### src/logic/ses_consts.vh
// constants for the serial eeprom select and write-start block
// assumes a 100 MHz system clock and an external spi host
`ifndef SES_CONSTS_VH
`define SES_CONSTS_VH
`define SES_CLK_MHZ 100
`define SES_WRITE_MS 5
`define SES_WRITE_CYCLES (`SES_WRITE_MS * 1000 * `SES_CLK_MHZ)
`define SES_OP_READ 8'h03
`define SES_OP_WRITE 8'h02
`define SES_OP_LATCH_EN 8'h06
`define SES_BITS_OP 4'h8
`define SES_BITS_ADDR 5'h18
`define SES_PH_IDLE 2'h0
`define SES_PH_OP 2'h1
`define SES_PH_ADDR 2'h2
`define SES_PH_DATA 2'h3
`endif

### src/logic/ses_select_write.v
// chip select, serial output control and write-cycle start for a spi eeprom slave
// assumes pins arrive asynchronously; array data enters through a two-entry buffer
`timescale 1ns/1ps
`include "ses_consts.vh"

module ses_select_write #(
    parameter WRITE_CYCLES = `SES_WRITE_CYCLES
) (
    input wire clk_sys,
    input wire rst_b,
    input wire cs_b,
    input wire sck,
    input wire si,
    input wire pause_b,
    input wire [7:0] rd_data,
    input wire rd_valid,
    output reg rd_ready,
    output reg so_out,
    output reg so_oe,
    output reg standby,
    output reg busy,
    output reg write_latch,
    output reg write_start,
    output reg [12:0] addr,
    output reg rd_req
);
    // two-flop synchronisers for every pin
    reg [1:0] cs_s, sck_s, si_s, pause_s;
    reg sck_d;
    always @(posedge clk_sys or negedge rst_b) begin
        if (!rst_b) begin
            cs_s <= 2'h3;
            sck_s <= 2'h0;
            si_s <= 2'h0;
            pause_s <= 2'h3;
            sck_d <= 1'b0;
        end else begin
            cs_s <= {cs_s[0], cs_b};
            sck_s <= {sck_s[0], sck};
            si_s <= {si_s[0], si};
            pause_s <= {pause_s[0], pause_b};
            sck_d <= sck_s[1];
        end
    end
    wire cs_n = cs_s[1];
    wire sck_rise = sck_s[1] & ~sck_d;
    wire sck_fall = ~sck_s[1] & sck_d;
    wire held = ~pause_s[1];
    reg cs_d;
    always @(posedge clk_sys or negedge rst_b) begin
        if (!rst_b) cs_d <= 1'b1;
        else cs_d <= cs_n;
    end
    wire cs_rise = cs_n & ~cs_d;

    // two-entry buffer holding array bytes for the read path
    reg [7:0] buf_mem [0:1];
    reg buf_wp, buf_rp;
    reg [1:0] buf_cnt;
    wire buf_full = (buf_cnt == 2'h2);
    wire buf_empty = (buf_cnt == 2'h0);
    reg buf_pop;
    // a byte is taken only on a valid and ready handshake, or the source would repeat it
    wire buf_push = rd_valid & rd_ready & ~buf_full;
    always @(posedge clk_sys or negedge rst_b) begin
        if (!rst_b) begin
            buf_wp <= 1'b0;
            buf_rp <= 1'b0;
            buf_cnt <= 2'h0;
            rd_ready <= 1'b0;
        end else begin
            if (buf_push) begin
                buf_mem[buf_wp] <= rd_data;
                buf_wp <= ~buf_wp;
            end
            if (buf_pop & ~buf_empty) buf_rp <= ~buf_rp;
            case ({buf_push, buf_pop & ~buf_empty})
                2'b10: buf_cnt <= buf_cnt + 2'h1;
                2'b01: buf_cnt <= buf_cnt - 2'h1;
                default: buf_cnt <= buf_cnt;
            endcase
            // ready drops in the same cycle the buffer fills so no byte is lost
            rd_ready <= (buf_cnt == 2'h0) | ((buf_cnt == 2'h1) & ~buf_push);
        end
    end

    // serial front end
    reg armed;
    reg [1:0] phase;
    reg [4:0] bit_cnt;
    reg [7:0] shift_in;
    reg [7:0] opcode;
    reg [7:0] shift_out;
    reg [2:0] out_cnt;
    reg data_byte_seen;
    reg op_complete;
    reg [31:0] wr_timer;
    wire selected = ~cs_n & ~busy & armed;
    always @(posedge clk_sys or negedge rst_b) begin
        if (!rst_b) begin
            armed <= 1'b0;
            phase <= `SES_PH_IDLE;
            bit_cnt <= 5'h0;
            shift_in <= 8'h00;
            opcode <= 8'h00;
            shift_out <= 8'h00;
            out_cnt <= 3'h0;
            data_byte_seen <= 1'b0;
            op_complete <= 1'b0;
            addr <= 13'h0000;
            rd_req <= 1'b0;
            buf_pop <= 1'b0;
            so_out <= 1'b0;
        end else begin
            buf_pop <= 1'b0;
            rd_req <= 1'b0;
            if (!cs_n) armed <= 1'b1;
            if (!selected || cs_n) begin
                phase <= `SES_PH_IDLE;
                bit_cnt <= 5'h0;
                out_cnt <= 3'h0;
                if (cs_n) begin
                    data_byte_seen <= 1'b0;
                    op_complete <= 1'b0;
                end
            end else if (!held) begin
                if (phase == `SES_PH_IDLE) phase <= `SES_PH_OP;
                if (sck_rise) begin
                    shift_in <= {shift_in[6:0], si_s[1]};
                    bit_cnt <= bit_cnt + 5'h1;
                    case (phase)
                        `SES_PH_IDLE, `SES_PH_OP: begin
                            if (bit_cnt == `SES_BITS_OP - 5'h1) begin
                                opcode <= {shift_in[6:0], si_s[1]};
                                op_complete <= 1'b1;
                                bit_cnt <= 5'h0;
                                phase <= `SES_PH_ADDR;
                            end
                        end
                        `SES_PH_ADDR: begin
                            addr <= {addr[11:0], si_s[1]};
                            if (bit_cnt == `SES_BITS_ADDR - 5'h1) begin
                                bit_cnt <= 5'h0;
                                phase <= `SES_PH_DATA;
                                rd_req <= (opcode == `SES_OP_READ);
                            end
                        end
                        `SES_PH_DATA: begin
                            if (bit_cnt[2:0] == 3'h7) begin
                                data_byte_seen <= 1'b1;
                                bit_cnt <= 5'h0;
                            end
                        end
                        default: phase <= `SES_PH_IDLE;
                    endcase
                end
                // output shifts after the falling clock edge
                if (sck_fall && phase == `SES_PH_DATA && opcode == `SES_OP_READ) begin
                    if (out_cnt == 3'h0) begin
                        so_out <= buf_mem[buf_rp][7];
                        shift_out <= {buf_mem[buf_rp][6:0], 1'b0};
                        buf_pop <= 1'b1;
                        addr <= addr + 13'h0001;
                        rd_req <= 1'b1;
                    end else begin
                        so_out <= shift_out[7];
                        shift_out <= {shift_out[6:0], 1'b0};
                    end
                    out_cnt <= out_cnt + 3'h1;
                end
            end
        end
    end

    // output enable: deselect or pause forces high impedance
    always @(posedge clk_sys or negedge rst_b) begin
        if (!rst_b) so_oe <= 1'b0;
        else so_oe <= selected & ~held & ~cs_s[1];
    end

    // latch, write start and write-cycle timer
    wire valid_write = (opcode == `SES_OP_WRITE) & data_byte_seen & write_latch;
    // standby must see a start in its own cycle, or it would rise beside busy
    wire write_go = cs_rise & ~busy & armed & valid_write;
    always @(posedge clk_sys or negedge rst_b) begin
        if (!rst_b) begin
            write_latch <= 1'b0;
            write_start <= 1'b0;
            busy <= 1'b0;
            wr_timer <= 32'h0;
            standby <= 1'b1;
        end else begin
            write_start <= 1'b0;
            if (cs_rise && !busy && armed) begin
                if (op_complete && opcode == `SES_OP_LATCH_EN) begin
                    write_latch <= 1'b1;
                end else if (valid_write) begin
                    write_start <= 1'b1;
                    busy <= 1'b1;
                    wr_timer <= 32'h0;
                    write_latch <= 1'b0;
                end
            end
            if (busy) begin
                // counter runs regardless of select level
                if (wr_timer == WRITE_CYCLES - 1) busy <= 1'b0;
                else wr_timer <= wr_timer + 32'h1;
            end
            standby <= cs_n & ~busy & ~write_start & ~write_go;
        end
    end
endmodule // ses_select_write

### config.mk
export PLATFORM = sky130hd
export DESIGN_NAME = ses_select_write
export DESIGN_NICKNAME = d
export VERILOG_FILES = /design/src/logic/ses_select_write.v
export VERILOG_INCLUDE_DIRS = /design/src /design/src/logic
export SDC_FILE = /design/constraint.sdc
export NUM_CORES = 1
export LEC_CHECK = 0
export BUFFER_PORTS_ARGS = -buffer_cell sky130_fd_sc_hd__buf_2
export CELL_PAD_IN_SITES_DETAIL_PLACEMENT = 1
export CELL_PAD_IN_SITES_GLOBAL_PLACEMENT = 1
export CORE_MARGIN = 3
export CORE_UTILIZATION = 48
export DETAILED_ROUTE_END_ITERATION = 6
export PLACE_DENSITY = 0.84
export SETUP_SLACK_MARGIN = 0.3
export SLEW_MARGIN = 15
export SYNTH_ARGS = -nofsm -noshare
export SYNTH_HDL_FRONTEND = slang
export SYNTH_SLANG_ARGS = --single-unit
### constraint.sdc
create_clock -name clk_sys -period 2.8 [get_ports clk_sys]
set_input_delay 0.28 -clock clk_sys [delete_from_list [all_inputs] [get_ports clk_sys]]
set_output_delay 0.28 -clock clk_sys [all_outputs]
set_load 0.02 [all_outputs]
==> flow_metrics.py, run 1 <==
metrics = {
    "synth": {
        "synthArstFlopShare_pct": 86.6,
        "avgSynthCellArea_um2": 10.9,
        "yosys_warnings": 0,
        "synth_fp_nets": 526,
        "synth-edff-count": 16,
        "netlist_area_um2": 5480,
        "synth_seq_cells": 119,
        "post-synth-top-area-cell": "dfrtp_1",
        "seq_area_frac_synth_pct": 55.9,
        "ys_types": 65,
        "synth_area_leaders": "dfrtp_1, edfxtp_1, nor2_1, mux2_2, nand2_1",
        "syn_inst": 501,
        "yosysTopAreaCellShare_pct": 44.3,
        "synth_ff_type": "dfrtp_1",
    },
    "setup_path": {
        "r2r_end": "addr[8]$_DFFE_PN0N_",
        "cp-endpoint": "addr[8]$_DFFE_PN0N_",
        "critPathMaxFanout": 14,
        "r2r_slack_ps": 430,
        "r2r_cells": 6,
        "path_class": "flip-flop to flip-flop",
        "cp-start-kind": "flip-flop",
        "worst_ep_arrival_time_ps": 2700,
        "startpoint": "opcode[3]$_DFFE_PN0P_",
        "reg2reg_from": "opcode[3]$_DFFE_PN0P_",
        "endpoint_kind": "flip-flop",
        "critPathRequiredTime_ps": 3130,
    },
    "power_and_ir_drop": {
        "leakage_nw": 2.85,
        "p_sw_share_pct": 22.5,
        "intPower_w": 0.00337,
        "vdd_ir_drop_max_mv": 0.384,
        "power.share.sequential_pct": 44.1,
        "cellPowerDensity_nw_per_um2": 668,
        "p_switching_w": 0.000976,
        "pwr-share-clk_pct": 49.7,
        "comb_power_share_pct": 6.2,
    },
    "run": {
        "maxCapViolations": 0,
    },
    "placed_design": {
        "place_hpwl_um": 8880,
        "place_area_um2": 5840,
        "portBuffers": 35,
        "place.gp.congestion": 0.844,
    },
    "clock_network": {
        "clk_pin_slew_ps": 50,
        "clk_path_buf_depth": 2,
        "cts_sinks": 119,
        "numCtsBuffers": 17,
        "ctsHtreeMaxLevel": 4,
        "clock_latency_ps": 420,
        "cts_root_buf": "clkbuf_16",
        "cts_tree": "built",
    },
    "die": {
        "dieWidth_um": 113,
        "coreArea_um2": 11000,
        "die-area_um2": 12700,
        "start_util_pct": 49.9,
        "die-height_um": 113,
        "rows": 38,
        "pin_count": 36,
    },
    "timing": {
        "tightest_slew_ps": 762,
        "period_share_pct": 84.7,
        "drv_slew": 0,
        "max_freq_ghz": 0.422,
        "finalCriticalPeriod_ps": 2370,
        "finalHoldViolations": 0,
        "grt_setup_unrepaired": "true",
        "setup-tns-final_ps": 0,
        "setup_viol": 0,
        "skew_ps": 9.55,
        "relSlewSlack_pct": 49.2,
    },
    "global_route": {
        "grt_pass1_vias": 4537,
        "grt_pass1_wl_um": 22700,
        "gr-total-overflow": 0,
        "antenna_found_initial": 0,
        "grt_max_degree": 61,
        "track_usage_pct": 22.4,
    },
    "min_path": {
        "hold_class": "primary input to flip-flop",
        "min_from": "rd_data[0]",
    },
    "route": {
        "dr.pass1.iters": 4,
        "ant_nets": 0,
        "routed_via_density": 5.82,
        "wl_per_cell_um": 19.0,
        "wirelength_um": 13500,
        "detail_route.iter0.violations": 246,
        "drc_errors": 0,
        "vias": 4127,
    },
    "finish": {
        "nNetsFinal": 581,
        "stdcell_area_um2": 6500,
        "num_antenna_cells": 0,
        "syn2layout_area_growth_pct": 18.6,
        "regArea_um2": 3070,
        "drive_gt1_share_pct": 19.3,
        "fill_cells": 1178,
        "multi_input_comb_area_um2": 2270,
    },
    "run_status": {
        "status": "finished clean",
    },
}
## timing repair
item / in CTS / in global routing
hold buffers: 5 / 0
endpoints found under the setup margin: 1 / 9
resized for setup: 0 / 2
pin swaps: 1 / 1
hold endpoints to repair: 7 / 0
setup buffers: 2 / 0
## flip-flops by register name, summed over array words and instances (netlist names), 3 cells and up
| name | cells |
|---|---|
| wr_timer | 32 |
| buf_mem | 16 |
| addr | 13 |
| opcode | 8 |
| shift_in | 7 |
| shift_out | 7 |
| bit_cnt | 5 |
| out_cnt | 3 |
## Yosys cell counts (12+ instances only)
cell / number
nor2_1: 51
edfxtp_1: 16
mux2i_1: 14
o21ai_0: 20
nand2_1: 46
mux2_2: 16
xnor2_1: 15
dfrtp_1: 97
nand4_1: 14
inv_1: 15
nor3_1: 12
nand3_1: 18
a21oi_1: 24
clkbuf_1: 12
## routing by layer
layer | vias up | track usage, % | part of all wire, %
li1 | 1929 | - | -
met1 | 2082 | 27.0 | 42
met2 | 89 | 39.2 | 52
met3 | 27 | 5.40 | 4.1
met4 | 0 | 8.25 | 2.0
met5 | - | 0 | 0
## cell type report
class                           count  share of cell area [%]
Sequential cell                   119                    47.2
Multi-Input combinational cell    348                    35.0
Clock buffer                       25                    7.62
Timing Repair Buffer               54                    5.18
Tap cell                          140                    2.70
Clock inverter                      7                    1.42
Inverter                           16                   0.924
## per-stage QoR
step / setup WS (ps) / utilization (%) / power, W / hold WS [ps] / cells
2_1_floorplan: 549 / - / 0.00208 / -15.6 / 501
3_3_place_gp: 481 / 53.1 / 0.00217 / 80.7 / 670
3_5_place_dp: 406 / 53.1 / 0.00221 / 80.1 / 670
4_1_cts: 401 / 59.1 / 0.00437 / 41.2 / 709
5_1_grt: 289 / 59.2 / 0.00449 / 46.5 / 709
6_report: 428 / 59.2 / 0.00434 / 51.0 / 709
## power by group through the flow
stage	registers, W	logic [W]	clock network [W]
floorplan	0.00193	0.000151	0
global placement	0.00193	0.000241	0
detailed placement	0.00194	0.000269	0
CTS	0.00192	0.000276	0.00218
global route	0.00193	0.000296	0.00226
finish	0.00192	0.000270	0.00216
## cells in the final DEF, fill, tap and decap left out, types with 3 or more instances in the layout
master / netlist / routed
dfrtp_1: 97 / 97
nor2_1: 51 / 51
nand2_1: 46 / 46
buf_2: 3 / 34
a21oi_1: 24 / 24
o21ai_0: 20 / 20
nand3_1: 18 / 18
clkbuf_16: 0 / 17
mux2_2: 16 / 16
edfxtp_1: 16 / 16
xnor2_1: 15 / 15
inv_1: 15 / 15
mux2i_1: 14 / 14
nand4_1: 14 / 14
buf_4: 2 / 14
nor3_1: 12 / 12
o31ai_1: 10 / 10
ha_1: 10 / 10
o211ai_1: 9 / 9
nor4_1: 8 / 8
xor2_1: 8 / 8
dfstp_2: 6 / 6
and3_1: 5 / 5
dlygate4sd3_1: 0 / 5
nand3b_1: 4 / 4
nand2b_1: 4 / 4
a31oi_1: 4 / 4
clkbuf_8: 0 / 4
clkbuf_1: 12 / 4
and4_1: 3 / 3
nor4b_1: 4 / 3
nor2b_1: 3 / 3
nor3b_1: 3 / 3
o22ai_1: 3 / 3
clkinvlp_4: 0 / 3
## worst max-delay path, cell delays in order (launching register included)
cell      delay (ps)
dfrtp_1          380
or4b_4           580
or4_1            560
buf_6            180
o31ai_4          240
a31oi_1          140
a211oi_2         210
## how the worst min path moves through the flow
stage                         endpoint  slack, ps  cells past startpoint
2_1_floorplan      addr[0]$_DFFE_PN0N_        -20                      0
3_3_place_gp        rd_ready$_DFF_PN0_         80                      1
3_5_place_dp        rd_ready$_DFF_PN0_         80                      1
4_1_cts        buf_mem[1][2]$_DFFE_PP_         40                      1
5_1_grt        buf_mem[0][0]$_DFFE_PP_         50                      1
6_report       buf_mem[0][0]$_DFFE_PP_         50                      1
## cell families after synthesis
family	synth area share (%)
xor gates and xnor gates	3.68
buffers and inverters	2.67
DFF	55.9
adders and majority gates	2.28
AOI/OAI and AO/OA	11.3
muxes	5.85
and+or+nand+nor	18.3
(Power assumes the default switching activity.)
==> inputs of run 2 (changes only) <==
clock period = 2.2 ns   (was 2.8 ns; I/O delays follow)
==> run 2 against run 1 <==
Net effect:
- sequential share of layout area is 4.7 points lower
- combinational power is 48% higher
- flip-flop and latch count stayed put
- count of clock-buffer cells in the layout is 6 lower
- utilization is 6.6 points higher
- global-route usage is 5.1 points higher
- fmax is 1.6% lower
- the run now ends with setup timing left
- critical path type unchanged
- worst setup slack worse by 640 ps
- clock power is 35% higher
- design area is 11% higher
==> flow_metrics.py, run 2 (same netlist as run 1, synthesis figures left out) <==
metrics = {
    "global_route": {
        "gr-total-overflow": 0,
        "grt_max_degree": 53,
        "grt_pass1_wl_um": 26800,
        "track_usage_pct": 27.6,
        "antenna_found_initial": 0,
        "grt_pass1_vias": 5039,
    },
    "die": {
        "die-height_um": 113,
        "dieWidth_um": 113,
        "rows": 38,
        "pin_count": 36,
        "die-area_um2": 12700,
        "start_util_pct": 49.9,
        "coreArea_um2": 11000,
    },
    "route": {
        "wirelength_um": 20100,
        "wl_per_cell_um": 26.6,
        "ant_nets": 0,
        "drc_errors": 0,
        "routed_via_density": 6.36,
        "dr.pass1.iters": 7,
        "detail_route.iter0.violations": 613,
        "vias": 4796,
    },
    "power_and_ir_drop": {
        "p_switching_w": 0.00142,
        "pwr-share-clk_pct": 50.7,
        "vdd_ir_drop_max_mv": 0.519,
        "comb_power_share_pct": 6.9,
        "p_sw_share_pct": 24.6,
        "leakage_nw": 3.23,
        "cellPowerDensity_nw_per_um2": 798,
        "intPower_w": 0.00435,
        "power.share.sequential_pct": 42.4,
    },
    "clock_network": {
        "cts_root_buf": "clkbuf_16",
        "cts_sinks": 119,
        "clk_pin_slew_ps": 60,
        "numCtsBuffers": 17,
        "ctsHtreeMaxLevel": 4,
        "clock_latency_ps": 430,
        "cts_tree": "built",
        "clk_path_buf_depth": 2,
    },
    "min_path": {
        "hold_class": "primary input to async pin",
    },
    "timing": {
        "max_freq_ghz": 0.415,
        "drv_slew": 0,
        "setup_viol": 51,
        "finalCriticalPeriod_ps": 2410,
        "setup-tns-final_ps": -5430,
        "grt_setup_unrepaired": "true",
        "tightest_slew_ps": 1100,
        "skew_ps": 14.2,
        "relSlewSlack_pct": 26.2,
        "period_share_pct": 110,
        "setup_ws_ps": -211,
        "finalHoldViolations": 0,
        "whs_ps": 203,
    },
    "placed_design": {
        "place_inst": 685,
        "portBuffers": 35,
        "place_hpwl_um": 9220,
        "place.gp.congestion": 0.840,
        "place_ws_ps": -51.9,
    },
    "setup_path": {
        "critPathRequiredTime_ps": 2500,
        "endpoint_kind": "flip-flop",
        "critPathMaxFanout": 6,
        "path_class": "flip-flop to flip-flop",
        "worst_ep_arrival_time_ps": 2710,
        "r2r_slack_ps": -210,
        "cp-start-kind": "flip-flop",
    },
    "run_status": {
        "failed_checks": "setup timing",
        "status": "finished with violations",
    },
    "finish": {
        "reg_top3": "wr_timer (32), buf_mem (16), addr (13)",
        "layout.cells.non_filler": 754,
        "num_antenna_cells": 0,
        "largest_register": "wr_timer",
        "final_cell_mix": "dfrtp_1, nor2_1, nand2_1",
        "fin_util_pct": 65.8,
        "nNetsFinal": 626,
        "mostFrequentLayoutCell": "dfrtp_1",
        "drive_gt1_share_pct": 31.4,
        "largest_register_ffs": 32,
        "syn2layout_area_growth_pct": 31.9,
    },
    "run": {
        "maxCapViolations": 0,
    },
}
[run 2: cell count changes in the layout (fill, tap and decap cells not counted), sizes merged]
| cell | before | now |
|---|---|---|
| buf | 49 | 84 |
| dlygate4sd3 | 5 | 13 |
| clkbuf | 25 | 20 |
| clkinv | 3 | 7 |
| bufinv | 2 | 3 |
| clkinvlp | 3 | 4 |
| inv | 15 | 16 |
[run 2: power groups by stage]
stage	combinational [W]	clock (W)	sequential, W
global route	0.000435	0.00306	0.00246
global placement	0.000317	0	0.00246
finish	0.000399	0.00292	0.00245
floorplan	0.000199	0	0.00246
detailed placement	0.000350	0	0.00247
CTS	0.000382	0.00291	0.00244
[run 2: repair_timing]
item	CTS	global route
buffers inserted	12	9
pin swaps	10	11
endpoints found under the hold margin	34	0
endpoints found under the setup margin	68	64
gates cloned	0	3
resized for setup	26	49
hold buffers	13	0
[run 2: per-layer routing]
metal	routed length [um]	part of all wire, %	track usage (%)	vias to the layer above
met4	907	4.5	12.8	0
met5	0	0	0	-
li1	-	-	-	2022
met2	10400	52	49.1	256
met3	1160	5.8	6.95	83
met1	7620	38	30.9	2435
[run 2: cell type report]
type                       count  area (um2)
sequential                   119        3070
clock inverter                13         154
timing repair buffer          98         763
multi-input combinational    348        2530
fill                        1103        3750
tap                          140         175
inverter                      16        75.1
timing repair inverter         1        11.3
clock buffer                  19         453
[run 2: critical path, cell delays in order, from the launching register on]
cell	delay, ps
dfrtp_1	420
or4b_4	550
buf_4	160
nor4b_4	390
nand4b_4	280
buf_8	220
o211ai_1	120
o31ai_1	130
[run 2: final timing paths]
| check | start | to | cells after the start |
|---|---|---|---|
| worst max register to register | opcode[5]$_DFFE_PN0P_ | wr_timer[30]$_DFF_PN0_ | 7 |
| max in group asynchronous | rst_b | busy$_DFF_PN0_ | 3 |
| min in group clk_sys | rd_valid | buf_wp$_DFFE_PN0P_ | 3 |
| worst max-delay path | opcode[5]$_DFFE_PN0P_ | wr_timer[30]$_DFF_PN0_ | 7 |
| worst min register to register | cs_s[0]$_DFF_PN1_ | cs_s[1]$_DFF_PN1_ | 0 |
| worst min-delay path | rst_b | shift_out[7]$_DFFE_PN0P_ | 2 |
[run 2: per-stage QoR]
step                      area [um2]  total power, W
after floorplan                 5550         0.00266
after global placement          6000         0.00278
after detailed placement        6000         0.00282
after CTS                       6930         0.00572
after global routing            7230         0.00595
final                           7230         0.00577
==> inputs of run 3 (changes only) <==
==> constraint.sdc (replaced) <==
create_clock -name clk_sys -period 2.2 [get_ports clk_sys]
set_input_delay 0.11 -clock clk_sys [delete_from_list [all_inputs] [get_ports clk_sys]]
set_output_delay 0.11 -clock clk_sys [all_outputs]
set_load 0.02 [all_outputs]
==> run 3 against run 2 <==
Net effect:
- the flow still finishes with violations (setup timing)
- sequential share of layout area is 1.3 points lower
- worst setup slack better by 61 ps
- clock skew is 2.5 ps lower
- sequential power hardly changed
- utilization is 2.1 points higher
- non-clock buffer count is 7 higher
- worst hold slack worse by 170 ps
- highest routed layer unchanged
==> flow_metrics.py, run 3 (same netlist as run 1, synthesis figures left out) <==
metrics = {
    "route": {
        "dr.pass1.iters": 5,
        "vias": 4883,
        "ant_nets": 0,
        "drc_errors": 0,
        "top_layer_used": "met4",
        "wl_per_cell_um": 27.1,
        "route.layer.met1.wl_um": 7870,
        "wl_met2_um": 10900,
        "detail_route.iter0.violations": 543,
        "routed_via_density": 6.42,
        "dr_wl_met3_um": 1020,
        "wirelength_um": 20600,
    },
    "finish": {
        "num_antenna_cells": 0,
        "nNetsFinal": 633,
        "drive_gt1_share_pct": 33.5,
        "layout.cells.non_filler": 761,
        "syn2layout_area_growth_pct": 36.2,
        "reg_top3": "wr_timer (32), buf_mem (16), addr (13)",
        "largest_register_ffs": 32,
        "mostFrequentLayoutCell": "dfrtp_1",
        "fin_util_pct": 67.9,
        "final_cell_mix": "dfrtp_1, buf_4, nand2_1",
        "largest_register": "wr_timer",
    },
    "timing": {
        "finalHoldViolations": 0,
        "period_share_pct": 107,
        "max_freq_ghz": 0.426,
        "tightest_slew_ps": 756,
        "drv_slew": 0,
        "skew_ps": 11.7,
        "relSlewSlack_pct": 49.1,
        "setup_viol": 46,
        "grt_setup_unrepaired": "true",
        "setup_ws_ps": -150,
        "finalCriticalPeriod_ps": 2350,
    },
    "global_route": {
        "grt_max_degree": 100,
        "track_usage_pct": 28.3,
        "grt_pass1_wl_um": 27600,
        "grt_pass1_vias": 4968,
        "gr-total-overflow": 0,
        "antenna_found_initial": 0,
    },
    "clock_network": {
        "cts_root_buf": "clkbuf_16",
        "clk_pin_slew_ps": 60,
        "numCtsBuffers": 17,
        "clk_path_buf_depth": 2,
        "cts_sinks": 119,
        "cts_tree": "built",
        "ctsHtreeMaxLevel": 4,
        "clock_latency_ps": 440,
    },
    "power_and_ir_drop": {
        "vdd_ir_drop_max_mv": 0.876,
        "cellPowerDensity_nw_per_um2": 801,
        "leakage_nw": 3.26,
    },
    "die": {
        "coreArea_um2": 11000,
        "die-height_um": 113,
        "start_util_pct": 49.9,
        "die-area_um2": 12700,
        "rows": 38,
        "pin_count": 36,
        "dieWidth_um": 113,
    },
    "setup_path": {
        "critPathRequiredTime_ps": 2500,
        "cp-start-kind": "flip-flop",
        "r2r_slack_ps": -150,
        "critPathMaxFanout": 8,
        "r2r_end": "wr_timer[5]$_DFF_PN0_",
        "r2r_cells": 8,
        "worst_ep_arrival_time_ps": 2650,
        "reg2reg_from": "opcode[5]$_DFFE_PN0P_",
        "endpoint_kind": "flip-flop",
        "cp-endpoint": "wr_timer[5]$_DFF_PN0_",
        "path_class": "flip-flop to flip-flop",
        "startpoint": "opcode[5]$_DFFE_PN0P_",
    },
    "placed_design": {
        "portBuffers": 35,
        "place.gp.congestion": 0.833,
        "place_inst": 686,
        "place_hpwl_um": 9070,
    },
    "run": {
        "maxCapViolations": 0,
    },
    "run_status": {
        "failed_checks": "setup timing",
        "status": "finished with violations",
    },
    "min_path": {
        "hold_class": "primary input to async pin",
    },
}
==> run 3: cell types whose count changed in the layout (fill, tap and decap cells not counted), sizes merged <==
cell / previous run / this run
clkinv: 7 / 4
bufinv: 3 / 4
inv: 16 / 15
buf: 84 / 91
clkinvlp: 4 / 1
nor2: 52 / 53
clkbuf: 20 / 25
==> run 3: routing by layer <==
metal / up-vias / GRT usage [%]
met1: 2524 / 33.0
li1: 2042 / -
met2: 239 / 49.1
met3: 78 / 6.79
met4: 0 / 13.5
met5: - / 0
==> run 3: cell type report <==
| type | count | area [um2] |
|---|---|---|
| fill | 1094 | 3520 |
| sequential | 119 | 3070 |
| multi-input combinational | 349 | 2610 |
| timing repair buffer | 105 | 900 |
| clock buffer | 24 | 492 |
| tap | 140 | 175 |
| clock inverter | 8 | 143 |
| inverter | 16 | 72.6 |
==> run 3: worst min path at each step <==
stage | from | to | depth (start not counted)
6_report | rst_b | buf_cnt[0]$_DFFE_PN0P_ | 2
5_1_grt | rst_b | rd_ready$_DFF_PN0_ | 2
4_1_cts | rst_b | buf_rp$_DFFE_PN0P_ | 2
3_5_place_dp | rst_b | buf_rp$_DFFE_PN0P_ | 1
3_3_place_gp | rst_b | buf_rp$_DFFE_PN0P_ | 1
2_1_floorplan | rst_b | addr[0]$_DFFE_PN0N_ | 0
==> run 3: what timing repair did <==
action                                  in CTS  in global routing
hold buffers                                13                  0
hold endpoints to repair                   117                  0
gates resized for setup                     15                 76
buffers inserted                            12                 15
gates cloned                                 1                  2
pin swaps                                    8                 17
endpoints found under the setup margin      61                 81
==> run 3: power breakdown <==
group          switching [W]  internal, W  total (W)
clock network        0.00109      0.00201    0.00310
logic               0.000247     0.000172   0.000418
registers          0.0000984      0.00236    0.00245
==> run 3: critical path, stage by stage, from the launching register on <==
cell	delay, ps
dfrtp_1	380
or4b_4	580
buf_6	140
nor4b_4	350
nand4b_4	180
buf_12	200
buf_12	150
o211ai_1	100
o31ai_1	120
==> run 3: per-stage QoR <==
step                      hold slack, ps  area, um2  setup slack [ps]  total power, W  TNS, ps
after floorplan                     -186       5550              44.1         0.00266        0
after global placement             -68.2       6040              20.5         0.00278        0
after global routing                41.5       7460              -198         0.00612    -5100
after detailed placement           -69.0       6040             -61.6         0.00282     -280
after CTS                           39.4       7020             -93.2         0.00589     -609
final                               36.4       7460              -150         0.00598    -3000
